[config.mk]
export PLATFORM = sky130hd
export DESIGN_NAME = drv_service_request_line
export DESIGN_NICKNAME = d
export VERILOG_FILES = /design/src/drv_pkg.sv /design/src/drv_service_request_line.sv
export VERILOG_INCLUDE_DIRS = /design/src
export SDC_FILE = /design/constraint.sdc
export NUM_CORES = 1
export LEC_CHECK = 0
export BUFFER_PORTS_ARGS = -buffer_cell sky130_fd_sc_hd__buf_2
export CAP_MARGIN = 20
export CORE_ASPECT_RATIO = 0.9
export CORE_MARGIN = 8
export CORE_UTILIZATION = 50
export DETAILED_ROUTE_END_ITERATION = 10
export HOLD_SLACK_MARGIN = 0.15
export PLACE_DENSITY = 0.79
export SYNTH_ARGS = -nofsm -noshare
export SYNTH_HDL_FRONTEND = slang
export SYNTH_SLANG_ARGS = --single-unit
export TNS_END_PERCENT = 1
[constraint.sdc]
create_clock -name pclk -period 4.42 [get_ports pclk]
set_clock_uncertainty 0.15 [all_clocks]
set_input_delay 0.663 -clock pclk [delete_from_list [all_inputs] [get_ports pclk]]
set_output_delay 0.663 -clock pclk [all_outputs]
set_load 0.01 [all_outputs]
[src/drv_regs.svh]
// Offsets, fields, reset values and timing counts of the drive attention block.
// Assumes a 50 MHz pclk and word-aligned APB byte addresses.
`ifndef DRV_REGS_SVH
`define DRV_REGS_SVH
`define DRV_CLK_NS 20
`define DRV_PULSE_NS 200
`define DRV_REPLY_NS 70
`define DRV_PULSE_CYC ((`DRV_PULSE_NS + `DRV_CLK_NS - 1) / `DRV_CLK_NS)
`define DRV_REPLY_CYC ((`DRV_REPLY_NS + `DRV_CLK_NS - 1) / `DRV_CLK_NS)
`define DRV_OFS_CTRL 5'h00
`define DRV_OFS_STAT 5'h04
`define DRV_OFS_ERR 5'h08
`define DRV_OFS_MAINT 5'h0C
`define DRV_OFS_SERVICE_REQUEST_LINE 5'h10
`define DRV_OFS_TCTRL 5'h14
`define DRV_SEL_LSB 8
`define DRV_CTRL_RUN 0
`define DRV_TCTRL_ABORT_EN 12
`define DRV_ERR_BADFN 0
`define DRV_ERR_BADREG 1
`define DRV_ERR_REFUSED 2
`define DRV_ERR_DATA_BUS_PARITY_FAULT 5
`define DRV_ERR_DESKEW 6
`define DRV_ERR_FRAME 7
`define DRV_ERR_FIXUP 8
`define DRV_ERR_TIMING 12
`define DRV_ERR_UNFIN 13
`define DRV_ERR_UNSAFE 14
`define DRV_CLASS_B_MASK 16'h7001
`define DRV_DATA_ERR_MASK 16'h01E0
`define DRV_FN_NOP 5'h00
`define DRV_FN_REWIND 5'h03
`define DRV_FN_ERASE 5'h0A
`define DRV_FN_WTM 5'h0B
`define DRV_FN_SPACE_F 5'h0C
`define DRV_FN_SPACE_R 5'h0D
`define DRV_FN_WCHK 5'h14
`define DRV_FN_WRITE 5'h18
`define DRV_FN_READ_F 5'h1C
`define DRV_FN_READ_R 5'h1F
`define DRV_RST_TCTRL 16'h0000
`endif

[src/drv_pkg.sv]
// Types shared by the drive attention block.
// Assumes drv_regs.svh holds all numeric constants.
package drv_pkg;
  typedef logic [4:0] drv_func_t;
  typedef logic [15:0] drv_err_t;
  typedef enum logic [1:0] {
    DRV_OP_IDLE,
    DRV_OP_RUN,
    DRV_OP_REWIND
  } drv_op_state_e;
endpackage

[src/drv_service_request_line.sv]
// Drive attention, error check and transfer-fault signalling with an APB register port.
// Assumes tape-side inputs share pclk; unit jumpers are asynchronous pins.
//
// The implementer's own choices: register access over APB and the address map.
`timescale 1ns/1ps
`include "drv_regs.svh"

// Notes on behaviour
// - Attention summary register answers whatever drive number the access carries.
// - On summary read, the service flag goes on the data bit equal to unit.
// - Flag clear means no data bit driven; unit offset by eight selects nothing.
// - Summary write: one on the unit's data bit clears the flag, zero keeps.
// - Loading control with run set triggers an error check; faults suppress the function.
// - Any error register bit set raises the fault summary.
// - Control load during fault: prior fault pulse, no busy, run cleared, flag set.
// - Erase, space or tape mark completion sets flag and raises service request.
// - Rewind start sets flag and raises service request at once.
// - Termination after a fault or slave change raises service request.
// - Termination after tape end marker raises service request.
// - Any fault during a busy transfer raises the block fault line.
// - Data-invalidating read fault aborts the transfer, tape read runs on.
// - Data-invalidating write fault aborts and ends the write via write finish.
// - Transfer attempted while a fault exists raises abort.
// - Fault arising during transfer initiation raises abort.
// - Class B or bad function fault during a transfer command raises abort.
// - Data errors during transfer abort only when the enable bit is set.
// - Writes refused while a non-rewind operation runs, except maintenance and summary.
// - Reply follows access pulse plus fixed delay; drops when strobe goes.
module drv_service_request_line
  import drv_pkg::*;
(
  input wire logic pclk,
  input wire logic presetn,
  input wire logic psel,
  input wire logic penable,
  input wire logic pwrite,
  input wire logic [31:0] paddr,
  input wire logic [31:0] pwdata,
  input wire logic [3:0] pstrb,
  output logic [31:0] prdata,
  output logic pready,
  output logic pslverr,
  input wire logic [2:0] unit_number_jumpers,
  input wire logic [15:0] fault_set,
  input wire logic slave_change_flag,
  input wire logic tape_end_marker,
  input wire logic op_done,
  output logic op_start,
  output drv_func_t op_func,
  output logic busy_claim_line,
  output logic service_request_line,
  output logic block_fault_line,
  output logic abort_transfer_line,
  output logic write_finish,
  output logic prior_fault_pulse
);

  localparam logic [4:0] PULSE_CYC = 5'(`DRV_PULSE_CYC);
  localparam logic [4:0] REPLY_CYC = 5'(`DRV_REPLY_CYC);
  localparam logic [4:0] ANSWER_CYC = 5'(PULSE_CYC + REPLY_CYC);

  // Unit jumpers are pins
  logic [2:0] unit_meta_reg;
  logic [2:0] unit_reg;

  always_ff @(posedge pclk or negedge presetn) begin
    if (!presetn) begin
      unit_meta_reg <= 3'h0;
      unit_reg <= 3'h0;
    end else begin
      unit_meta_reg <= unit_number_jumpers;
      unit_reg <= unit_meta_reg;
    end
  end

  // Register state
  logic run_reg, dns_reg, slave_seen_reg, fault_seen_reg, end_seen_reg;
  drv_func_t func_reg;
  drv_err_t err_reg, err_next;
  logic [15:0] maint_reg, tctrl_reg;
  drv_op_state_e op_state_reg;
  logic [4:0] wait_cnt_reg;

  // Address decode
  logic [4:0] ofs;
  logic [2:0] drive_sel;
  logic sel_ctrl, sel_stat, sel_err, sel_maint, sel_service_request_line, sel_tctrl, mapped, unit_hit, responds;

  assign ofs = paddr[4:0];
  assign drive_sel = paddr[`DRV_SEL_LSB+2:`DRV_SEL_LSB];
  assign sel_ctrl = (ofs == `DRV_OFS_CTRL);
  assign sel_stat = (ofs == `DRV_OFS_STAT);
  assign sel_err = (ofs == `DRV_OFS_ERR);
  assign sel_maint = (ofs == `DRV_OFS_MAINT);
  assign sel_service_request_line = (ofs == `DRV_OFS_SERVICE_REQUEST_LINE);
  assign sel_tctrl = (ofs == `DRV_OFS_TCTRL);
  assign mapped = sel_ctrl | sel_stat | sel_err | sel_maint | sel_service_request_line | sel_tctrl;
  assign unit_hit = (drive_sel == unit_reg) && (paddr[31:`DRV_SEL_LSB+3] == '0);
  assign responds = sel_service_request_line | unit_hit;

  // Handshake: access pulse then reply delay
  logic strobe, reply, xfer;
  assign strobe = psel & penable;
  assign reply = strobe & (wait_cnt_reg == ANSWER_CYC);
  assign pready = reply;
  assign xfer = strobe & reply;

  always_ff @(posedge pclk or negedge presetn) begin
    if (!presetn) begin
      wait_cnt_reg <= 5'h00;
    end else if (!strobe) begin
      wait_cnt_reg <= 5'h00;
    end else if (wait_cnt_reg != ANSWER_CYC) begin
      wait_cnt_reg <= wait_cnt_reg + 5'h01;
    end
  end

  // Write qualification
  logic wr, rd, op_running, refused, wr_ok, lo_strb;
  assign wr = xfer & pwrite & mapped & responds;
  assign rd = xfer & ~pwrite;
  assign op_running = (op_state_reg == DRV_OP_RUN);
  assign refused = wr & op_running & ~sel_maint & ~sel_service_request_line;
  assign wr_ok = wr & ~refused;
  assign lo_strb = pstrb[0];

  // Control load and error check
  logic ctrl_load, go_load, any_fault_summary, fn_xfer, fn_write, fn_rewind, fn_notify, fn_legal, bad_fn, start_ok;
  drv_func_t new_func;
  assign any_fault_summary = |err_reg;
  assign ctrl_load = wr_ok & sel_ctrl & lo_strb;
  assign go_load = ctrl_load & pwdata[`DRV_CTRL_RUN];
  assign new_func = pwdata[5:1];

  always_comb begin
    fn_xfer = 1'b0;
    fn_write = 1'b0;
    fn_rewind = 1'b0;
    fn_notify = 1'b0;
    fn_legal = 1'b1;
    unique case (new_func)
      `DRV_FN_NOP: fn_legal = 1'b1;
      `DRV_FN_REWIND: fn_rewind = 1'b1;
      `DRV_FN_ERASE, `DRV_FN_WTM, `DRV_FN_SPACE_F, `DRV_FN_SPACE_R: fn_notify = 1'b1;
      `DRV_FN_WRITE: begin
        fn_xfer = 1'b1;
        fn_write = 1'b1;
      end
      `DRV_FN_WCHK, `DRV_FN_READ_F, `DRV_FN_READ_R: fn_xfer = 1'b1;
      default: fn_legal = 1'b0;
    endcase
  end

  assign bad_fn = go_load & ~fn_legal;
  assign prior_fault_pulse = go_load & any_fault_summary;
  assign start_ok = go_load & fn_legal & ~any_fault_summary;

  // Operation bookkeeping
  logic xfer_op_reg, write_op_reg, notify_op_reg, op_end;
  assign op_end = op_running & op_done;

  always_ff @(posedge pclk or negedge presetn) begin
    if (!presetn) begin
      op_state_reg <= DRV_OP_IDLE;
    end else if (start_ok & fn_rewind) begin
      op_state_reg <= DRV_OP_REWIND;
    end else if (start_ok & (new_func != `DRV_FN_NOP)) begin
      op_state_reg <= DRV_OP_RUN;
    end else if (op_done) begin
      op_state_reg <= DRV_OP_IDLE;
    end
  end

  always_ff @(posedge pclk or negedge presetn) begin
    if (!presetn) begin
      xfer_op_reg <= 1'b0;
      write_op_reg <= 1'b0;
      notify_op_reg <= 1'b0;
    end else if (start_ok) begin
      xfer_op_reg <= fn_xfer;
      write_op_reg <= fn_write;
      notify_op_reg <= fn_notify;
    end else if (op_end) begin
      xfer_op_reg <= 1'b0;
      write_op_reg <= 1'b0;
      notify_op_reg <= 1'b0;
    end
  end

  always_ff @(posedge pclk or negedge presetn) begin
    if (!presetn) begin
      run_reg <= 1'b0;
      func_reg <= `DRV_FN_NOP;
    end else if (ctrl_load) begin
      run_reg <= start_ok & (new_func != `DRV_FN_NOP) & ~fn_rewind;
      func_reg <= new_func;
    end else if (op_end) begin
      run_reg <= 1'b0;
    end
  end

  always_ff @(posedge pclk or negedge presetn) begin
    if (!presetn) begin
      op_start <= 1'b0;
      op_func <= `DRV_FN_NOP;
    end else begin
      op_start <= start_ok;
      if (start_ok) begin
        op_func <= new_func;
      end
    end
  end

  // Events seen during an operation
  always_ff @(posedge pclk or negedge presetn) begin
    if (!presetn) begin
      slave_seen_reg <= 1'b0;
      fault_seen_reg <= 1'b0;
      end_seen_reg <= 1'b0;
    end else if (start_ok | op_end) begin
      slave_seen_reg <= 1'b0;
      fault_seen_reg <= 1'b0;
      end_seen_reg <= 1'b0;
    end else if (op_running) begin
      slave_seen_reg <= slave_seen_reg | slave_change_flag;
      fault_seen_reg <= fault_seen_reg | (|fault_set);
      end_seen_reg <= end_seen_reg | tape_end_marker;
    end
  end

  // Drive needs service flag
  logic dns_set, end_notify, dns_clr;
  assign end_notify = op_end & (notify_op_reg | slave_seen_reg | fault_seen_reg
                      | end_seen_reg | slave_change_flag | (|fault_set) | tape_end_marker);
  assign dns_set = prior_fault_pulse | (start_ok & fn_rewind) | end_notify;
  assign dns_clr = wr & sel_service_request_line & lo_strb & pwdata[unit_reg];

  always_ff @(posedge pclk or negedge presetn) begin
    if (!presetn) begin
      dns_reg <= 1'b0;
    end else if (dns_set) begin
      dns_reg <= 1'b1;
    end else if (dns_clr) begin
      dns_reg <= 1'b0;
    end
  end

  assign service_request_line = dns_reg;

  // Error register: hardware set wins over write-one clear
  drv_err_t hw_set;
  always_comb begin
    hw_set = fault_set;
    hw_set[`DRV_ERR_REFUSED] = fault_set[`DRV_ERR_REFUSED] | refused;
    hw_set[`DRV_ERR_BADREG] = fault_set[`DRV_ERR_BADREG] | (xfer & ~mapped & responds);
    hw_set[`DRV_ERR_BADFN] = fault_set[`DRV_ERR_BADFN] | bad_fn;
    err_next = err_reg;
    if (wr_ok & sel_err) begin
      err_next = err_reg & ~pwdata[15:0];
    end
    err_next = err_next | hw_set;
  end

  always_ff @(posedge pclk or negedge presetn) begin
    if (!presetn) begin
      err_reg <= '0;
    end else begin
      err_reg <= err_next;
    end
  end

  // Transfer claim and fault lines
  logic abort_cause, start_xfer_attempt;
  assign start_xfer_attempt = go_load & fn_xfer;
  assign abort_cause =
      (start_xfer_attempt & any_fault_summary)
    | (start_xfer_attempt & (|fault_set))
    | (busy_claim_line & (|(fault_set & `DRV_CLASS_B_MASK)))
    | (busy_claim_line & tctrl_reg[`DRV_TCTRL_ABORT_EN]
       & (|(fault_set & `DRV_DATA_ERR_MASK)));

  always_ff @(posedge pclk or negedge presetn) begin
    if (!presetn) begin
      busy_claim_line <= 1'b0;
    end else if (start_ok & fn_xfer) begin
      busy_claim_line <= 1'b1;
    end else if (op_end | abort_cause) begin
      busy_claim_line <= 1'b0;
    end
  end

  always_ff @(posedge pclk or negedge presetn) begin
    if (!presetn) begin
      block_fault_line <= 1'b0;
    end else if (go_load) begin
      block_fault_line <= 1'b0;
    end else if (busy_claim_line & (|fault_set)) begin
      block_fault_line <= 1'b1;
    end
  end

  always_ff @(posedge pclk or negedge presetn) begin
    if (!presetn) begin
      abort_transfer_line <= 1'b0;
    end else if (abort_cause) begin
      abort_transfer_line <= 1'b1;
    end else if (go_load) begin
      abort_transfer_line <= 1'b0;
    end
  end

  always_ff @(posedge pclk or negedge presetn) begin
    if (!presetn) begin
      write_finish <= 1'b0;
    end else begin
      write_finish <= abort_cause & write_op_reg & xfer_op_reg & op_running;
    end
  end

  // Maintenance and tape control registers
  always_ff @(posedge pclk or negedge presetn) begin
    if (!presetn) begin
      maint_reg <= 16'h0000;
    end else if (wr_ok & sel_maint & lo_strb) begin
      maint_reg <= pwdata[15:0];
    end
  end

  always_ff @(posedge pclk or negedge presetn) begin
    if (!presetn) begin
      tctrl_reg <= `DRV_RST_TCTRL;
    end else if (wr_ok & sel_tctrl & lo_strb) begin
      tctrl_reg <= pwdata[15:0];
    end
  end

  // Summary read: code {~flag, unit}; codes of eight and up select no bit
  logic [3:0] service_request_line_code;
  logic [31:0] service_request_line_word;
  assign service_request_line_code = {~dns_reg, unit_reg};

  always_comb begin
    service_request_line_word = 32'h0000_0000;
    if (service_request_line_code < 4'h8) begin
      service_request_line_word[service_request_line_code[2:0]] = 1'b1;
    end
  end

  // Read data mux
  logic [31:0] rd_mux;
  logic [15:0] stat_word;
  always_comb begin
    stat_word = 16'h0000;
    stat_word[0] = any_fault_summary;
    stat_word[1] = slave_change_flag;
    stat_word[2] = dns_reg;
    stat_word[3] = busy_claim_line;
    stat_word[4] = op_running;
    stat_word[5] = (op_state_reg == DRV_OP_REWIND);
    stat_word[6] = tape_end_marker;
    rd_mux = 32'h0000_0000;
    if (responds) begin
      unique case (1'b1)
        sel_ctrl: rd_mux = {26'h0, func_reg, run_reg};
        sel_stat: rd_mux = {16'h0, stat_word};
        sel_err: rd_mux = {16'h0, err_reg};
        sel_maint: rd_mux = {16'h0, maint_reg};
        sel_service_request_line: rd_mux = service_request_line_word;
        sel_tctrl: rd_mux = {16'h0, tctrl_reg};
        default: rd_mux = 32'h0000_0000;
      endcase
    end
  end

  always_ff @(posedge pclk or negedge presetn) begin
    if (!presetn) begin
      prdata <= 32'h0000_0000;
    end else if (strobe & ~pwrite & (wait_cnt_reg == ANSWER_CYC - 5'h01)) begin
      prdata <= rd_mux;
    end else if (rd) begin
      prdata <= 32'h0000_0000;
    end
  end

  // Unmapped or other drive: error answer
  assign pslverr = reply & (~mapped | ~responds);

endmodule

==> key figures, run 1 <==
Run status
  • Outcome: complete, no violations

Timing
  • Post-route worst hold slack: 0.2045 ns
  • Achievable Freq: 0.2690 GHz
  • Unrepaired setup endpoints after global routing: no
  • Final Hold Viols: 0
  • Setup ws final: 0.7020 ns
  • Final period demand of the worst path: 3.718 ns
  • Final-report max-slew violation count: 0
  • Worst relative slew slack: 31.11%
  • Fin crit share: 84.12%
  • Setup TNS Final: 0 ns
  • Measured slew at the worst slew-check pin: 1.029 ns
  • Number of failing setup endpoints in the final timing report: 0

Detailed routing
  • Number of remaining DRC errors: 0
  • Vias post-DR: 4226
  • Post-route ant nets: 0
  • Count of routing violations after the opening detailed-route iteration: 305
  • WL per Instance: 20.09 µm
  • Total iterations of the first detailed-routing run: 5
  • Total Wirelength: 14200 µm
  • Post-DR vias/cell: 5.977

Run
  • Max Cap Viol: 0

Setup path
  • Worst path required time: 3.61 ns
  • Depth of the most critical reg-to-reg path: 6
  • Crit-path max FO: 17
  • Crit Path Category: primary input to primary output
  • Launching point of the worst reg2reg path: unit_reg[1]$_DFF_PN0_
  • Internal reg-to-reg setup slack: 1.33 ns
  • Kind of launch point of the worst setup path: primary input
  • Sort of element at the end of the critical path: primary output
  • Arr. time, crit path: 2.90 ns
  • Reg2Reg Capture Point: func_reg[4]$_DFFE_PN0P_

Final layout
  • Most common cell after layout, fill and taps aside: buf_2
  • Share of layout cells above drive strength 1: 30.80%
  • Nets@finish: 671
  • Utilization after layout: 59.26%
  • Non-filler instance count after layout: 707
  • Count of antenna diodes in the layout: 0
  • Final cell area excluding filler cells: 6021 µm²
  • Top library cells by usage in the layout, fill and taps aside: 101 x buf_2, 100 x dfrtp_1, 42 x mux2_2
  • Area growth from synthesis to layout: 16.80%

Yosys
  • Prevailing post-synth register cell: dfrtp_1
  • Most area-consuming cells after synthesis: dfrtp_1 49%, mux2_2 9.2%, mux2i_1 3.9%
  • Yosys reg bits: 100
  • Synth Warn #: 0
  • Synth Cell Area: 5155 µm²
  • Synthesized instance count: 478
  • Sequential fraction of the synthesis area: 48.54%
  • Proportion of netlist area held by the largest area contributor: 48.54%
  • Share of async-settable or async-resettable flops after synthesis: 100.0%
  • Post-synth EDFFs: 0
  • Number of distinct library cells after synthesis: 56
  • Cell type contributing the most total cell area after synthesis: dfrtp_1
  • Per-instance average area after synthesis: 10.78 µm²

Power
  • Power density of the placed cells: 314.4 nW/µm²
  • Total power of the final layout: 1.893 mW
  • Static leakage: 2.841 nW
  • Worst IR Drop VDD: 0.1887 mV

Clocking
  • # clock sinks: 100
  • Count of instances resized after the clock tree is built: 0
  • Number of buffers inserted by post-CTS setup repair: 0
  • Root Buffer: clkbuf_16
  • Clock input transition at the sequential cells of the worst setup and hold paths: 0.07 ns
  • Later-pin clock latency in the skew report: 0.35 ns
  • H-tree levels: 3
  • Hold-fix buffers at CTS: 0
  • TritonCTS clock tree: done
  • Max Root-Sink Buffers: 2
  • TritonCTS Buffers: 9

GRT
  • Number of global-route vias before repair: 4296
  • Antenna violations before repair: 0
  • Wire length of the first global-routing pass: 22520 µm
  • Overall global routing resource usage: 20.78%
  • Final global-route overflow total: 0
  • Largest net degree at the start of global routing: 67

Place
  • DPL Wire Length: 10750 µm
  • Worst setup slack before clock tree synthesis: 0.7109 ns
  • Number of instances in the placed design: 690
  • Placed inst area: 5695 µm²
  • Placer's final routability congestion estimate: 0.9122
  • Number of buffers inserted by port buffering: 102

Die
  • Cell Rows: 35
  • Initial Util: 50.74%
  • I/O pin count: 141
  • Die Outline Area: 13820 µm²
  • Die extent in x: 123.0 µm
  • Die Ht: 112.3 µm
  • Core area: 10160 µm²

Worst hold path
  • Worst Hold Path EP: unit_reg[2]$_DFF_PN0_
  • Hold Crit Class: flop to flop
  • Number of cells on the worst hold path: 0
  • Hold wc startpoint: unit_meta_reg[2]$_DFF_PN0_
-- worst max path at each step --
stage                         from                      to  slack, ns  cells after the start
after global placement    paddr[4]       prior_fault_pulse       0.74                      7
after global routing      paddr[2]       prior_fault_pulse       0.56                      7
after floorplan           paddr[4]  op_func[2]$_DFFE_PN0N_       1.18                      9
final                     paddr[4]       prior_fault_pulse       0.70                      7
after CTS                 paddr[4]       prior_fault_pulse       0.71                      7
after detailed placement  paddr[4]       prior_fault_pulse       0.71                      7
-- Yosys cell counts, types with 7 or more instances --
cell / count
mux2_2: 42
clkbuf_1: 18
nand3_1: 7
o22a_1: 13
o21ai_0: 22
a221oi_1: 8
buf_4: 16
mux2i_1: 20
nand2b_1: 17
nor2_1: 28
nor3_1: 14
inv_1: 9
a21oi_1: 13
dfrtp_1: 100
nor4_1: 17
nand2_1: 30
-- cells by family after synthesis --
family	count (synthesis)	synth area share (%)
multiplexers	66	14.51
XOR/XNOR	6	1.019
adder cells (fa/ha/maj)	3	0.7282
AND/OR/NAND/NOR	161	17.62
other	1	0.07275
buffers and inverters	51	5.510
flip-flops	100	48.54
AO/OA/AOI/OAI	90	11.99
-- critical path: stages --
cell,delay [ns]
buf_2,0.17
or4b_4,0.69
o221a_1,0.40
or3_1,0.53
nor2_1,0.17
and2_1,0.15
buf_2,0.13
-- layout make-up --
class	instances	area (µm²)
timing repair buffer	111	580.6
multi-input combinational	342	2425
sequential	100	2502
inverter	9	33.78
fill	869	4139
clock inverter	7	92.59
tap	129	161.4
clock buffer	9	225.2
-- layer usage --
metal  wire, µm  up-vias  track usage [%]
met5          0        -                0
met2       6682      180            33.54
met4        224        0            6.816
li1           -     1931                -
met1       6251     2095            27.73
met3       1045       20            3.462
-- power by group --
group	switching (mW)	total, mW	internal [mW]	leakage (nW)
Clock	0.373	0.827	0.454	0.149
Combinational	0.0920	0.143	0.0510	1.40
Sequential	0.00557	0.923	0.918	1.29
Power figures use the tool's default switching activity.
==> run 2, diff against run 1 <==
--- a/config.mk
+++ b/config.mk
@@ -10,7 +10,7 @@
 export CAP_MARGIN = 20
 export CORE_ASPECT_RATIO = 0.9
 export CORE_MARGIN = 8
-export CORE_UTILIZATION = 50
+export CORE_UTILIZATION = 48
 export DETAILED_ROUTE_END_ITERATION = 10
 export HOLD_SLACK_MARGIN = 0.15
 export PLACE_DENSITY = 0.79
==> constraint.sdc (replaced) <==
create_clock -name pclk -period 3 [get_ports pclk]
set_clock_uncertainty 0.15 [all_clocks]
set_input_delay 0.45 -clock pclk [delete_from_list [all_inputs] [get_ports pclk]]
set_output_delay 0.45 -clock pclk [all_outputs]
set_load 0.01 [all_outputs]
==> key figures, run 2 (same netlist as run 1, synthesis figures left out) <==
Setup path
  • Launching point of the worst reg2reg path: wait_cnt_reg[0]$_DFFE_PN0N_
  • Worst path required time: 2.40 ns
  • Depth of the most critical reg-to-reg path: 8
  • Internal reg-to-reg setup slack: 0.28 ns
  • Crit-path max FO: 5
  • Crit-path cells: buf_2 -> or3_1 -> or4_1 -> or3_4 -> nor2_1 -> and2_1 -> buf_2
  • Slowest library cell on the worst path: or4_1
  • Kind of launch point of the worst setup path: primary input
  • Critical path destination: prior_fault_pulse
  • Reg2Reg Capture Point: op_func[3]$_DFFE_PN0N_
  • Crit Path Category: primary input to primary output
  • Sort of element at the end of the critical path: primary output
  • Stages on the worst setup path: 7
  • Crit path largest cell delay: 0.53 ns
  • Worst path bufs/invs: 2
  • Startpoint of the most critical setup path: paddr[3]
  • Family with the most delay on the worst path: simple AND/OR/NAND/NOR gates
  • Arr. time, crit path: 2.32 ns
  • Most prevalent standard cell on the critical path: buf_2

Die
  • I/O pin count: 141
  • Cell Rows: 36
  • Die Outline Area: 14320 µm²
  • Initial Util: 48.49%
  • Core area: 10630 µm²
  • Die Ht: 114.3 µm
  • Die extent in x: 125.2 µm

Power
  • Part of the total power dissipated in the clock network: 43.7%
  • Power density of the placed cells: 449.7 nW/µm²
  • Fraction of power spent switching nets: 24.54%
  • Worst IR Drop VDD: 0.2768 mV
  • Internal power of the cells: 2.131 mW
  • Seq pwr share: 48.2%
  • Switching power of the nets: 692.9 µW
  • Portion of total power attributed to combinational logic: 8.1%
  • Total power of the final layout: 2.824 mW
  • Static leakage: 2.989 nW

Place
  • Number of instances in the placed design: 715
  • DPL Wire Length: 10990 µm
  • Placer's final routability congestion estimate: 0.9468
  • Number of buffers inserted by port buffering: 102

Detailed routing
  • Vias post-DR: 4308
  • Top routing layer used: met4
  • M1 wire length: 6432 µm
  • Number of remaining DRC errors: 0
  • Post-DR vias/cell: 5.845
  • Count of routing violations after the opening detailed-route iteration: 463
  • Routed wl met2: 6644 µm
  • Met3 WL: 1328 µm
  • Post-route ant nets: 0
  • Total Wirelength: 14650 µm
  • Total iterations of the first detailed-routing run: 5
  • WL per Instance: 19.88 µm

GRT
  • Final global-route overflow total: 0
  • Antenna violations before repair: 0
  • Overall global routing resource usage: 20.53%
  • Wire length of the first global-routing pass: 23290 µm
  • Number of global-route vias before repair: 4367
  • Largest net degree at the start of global routing: 52

Final layout
  • Share of layout cells above drive strength 1: 33.44%
  • Area growth from synthesis to layout: 21.80%
  • Non-filler instance count after layout: 737
  • Fill cell instance count of the final layout: 894
  • Count of antenna diodes in the layout: 0
  • Storage cell area: 2502 µm²
  • Nets@finish: 697
  • Area of the multi-input gates: 2435 µm²
  • Utilization after layout: 59.06%
  • Top library cells by usage in the layout, fill and taps aside: 101 x buf_2, 100 x dfrtp_1, 42 x mux2_2
  • Most common cell after layout, fill and taps aside: buf_2

Worst hold path
  • Hold Crit Class: primary input to flop
  • Number of cells on the worst hold path: 2

Clocking
  • Max Root-Sink Buffers: 2
  • # clock sinks: 100
  • H-tree levels: 3
  • Later-pin clock latency in the skew report: 0.35 ns
  • TritonCTS Buffers: 9
  • Clock input transition at the sequential cells of the worst setup and hold paths: 0.07 ns
  • TritonCTS clock tree: done
  • Root Buffer: clkbuf_16

Timing
  • Number of failing setup endpoints in the final timing report: 0
  • Final-report max-slew violation count: 0
  • Setup TNS Final: 0 ns
  • Worst relative slew slack: 28.22%
  • Post-route worst hold slack: 0.1861 ns
  • Final period demand of the worst path: 2.921 ns
  • Achievable Freq: 0.3423 GHz
  • Measured slew at the worst slew-check pin: 1.070 ns
  • Final Hold Viols: 0
  • Fin crit share: 97.37%
  • Unrepaired setup endpoints after global routing: no

Run status
  • Outcome: complete, no violations

Run
  • Max Cap Viol: 0
## run 2: changes by cell type in the layout (fill, tap and decap cells not counted), sizes merged
cell,before,now
dlygate4sd3,0,4
clkbuf,9,10
clkinvlp,2,0
buf,111,133
clkinv,1,2
## run 2: power by group through the flow
stage               sequential (mW)  combinational (mW)  clock (mW)
floorplan                      1.38               0.110           0
global placement               1.39               0.215           0
detailed placement             1.39               0.221           0
CTS                            1.36               0.226        1.26
global route                   1.36               0.253        1.30
finish                         1.36               0.230        1.23
## run 2: area by class of cell
class	instances	share of cell area [%]
flip-flops and latches	100	39.86
clock inverters	6	1.255
inverters	9	0.5381
well taps	133	2.650
multi-input cells	342	38.78
repair buffers	137	13.11
clock buffers	10	3.806
## run 2: worst min-delay path by stage
stage / from / endpoint / slack (ns)
after floorplan: presetn / abort_transfer_line$_DFFE_PN0P_ / 0.004
after global placement: unit_meta_reg[1]$_DFF_PN0_ / unit_reg[1]$_DFF_PN0_ / 0.18
after detailed placement: unit_meta_reg[0]$_DFF_PN0_ / unit_reg[0]$_DFF_PN0_ / 0.18
after CTS: fault_set[2] / err_reg[2]$_DFF_PN0_ / 0.18
after global routing: fault_set[2] / err_reg[2]$_DFF_PN0_ / 0.19
final: fault_set[2] / err_reg[2]$_DFF_PN0_ / 0.19
## run 2: what timing repair did
item / 4_1_cts / 5_1_grt
gates resized for setup: 1 / 1
hold buffers: 4 / 0
endpoints found under the setup margin: 1 / 1
pin swaps: 0 / 2
setup buffers: 0 / 2
endpoints found under the hold margin: 53 / 0
## run 2: per-layer routing
metal / GRT usage [%] / up-vias
met4: 6.321 / 0
met3: 6.006 / 22
li1: - / 1969
met1: 26.82 / 2091
met5: 0 / -
met2: 32.33 / 226
## run 2: per-stage QoR
| step | setup slack (ns) | cell area, µm² |
|---|---|---|
| 3_3_place_gp | -0.01253 | 5896 |
| 4_1_cts | 0.06141 | 6259 |
| 2_1_floorplan | 0.006149 | 5218 |
| 5_1_grt | 0.005718 | 6279 |
| 6_report | 0.07878 | 6279 |
| 3_5_place_dp | -0.05885 | 5896 |
## run 2: worst reg2reg max path, cell delays in order (launching register included)
cell and delay, ns:
dfrtp_1 0.42, inv_1 0.10, ha_1 0.20, and4b_1 0.26, nand4_1 0.14, or3_4 0.43, buf_4 0.16, or3_4 0.44
mux2_4 0.32
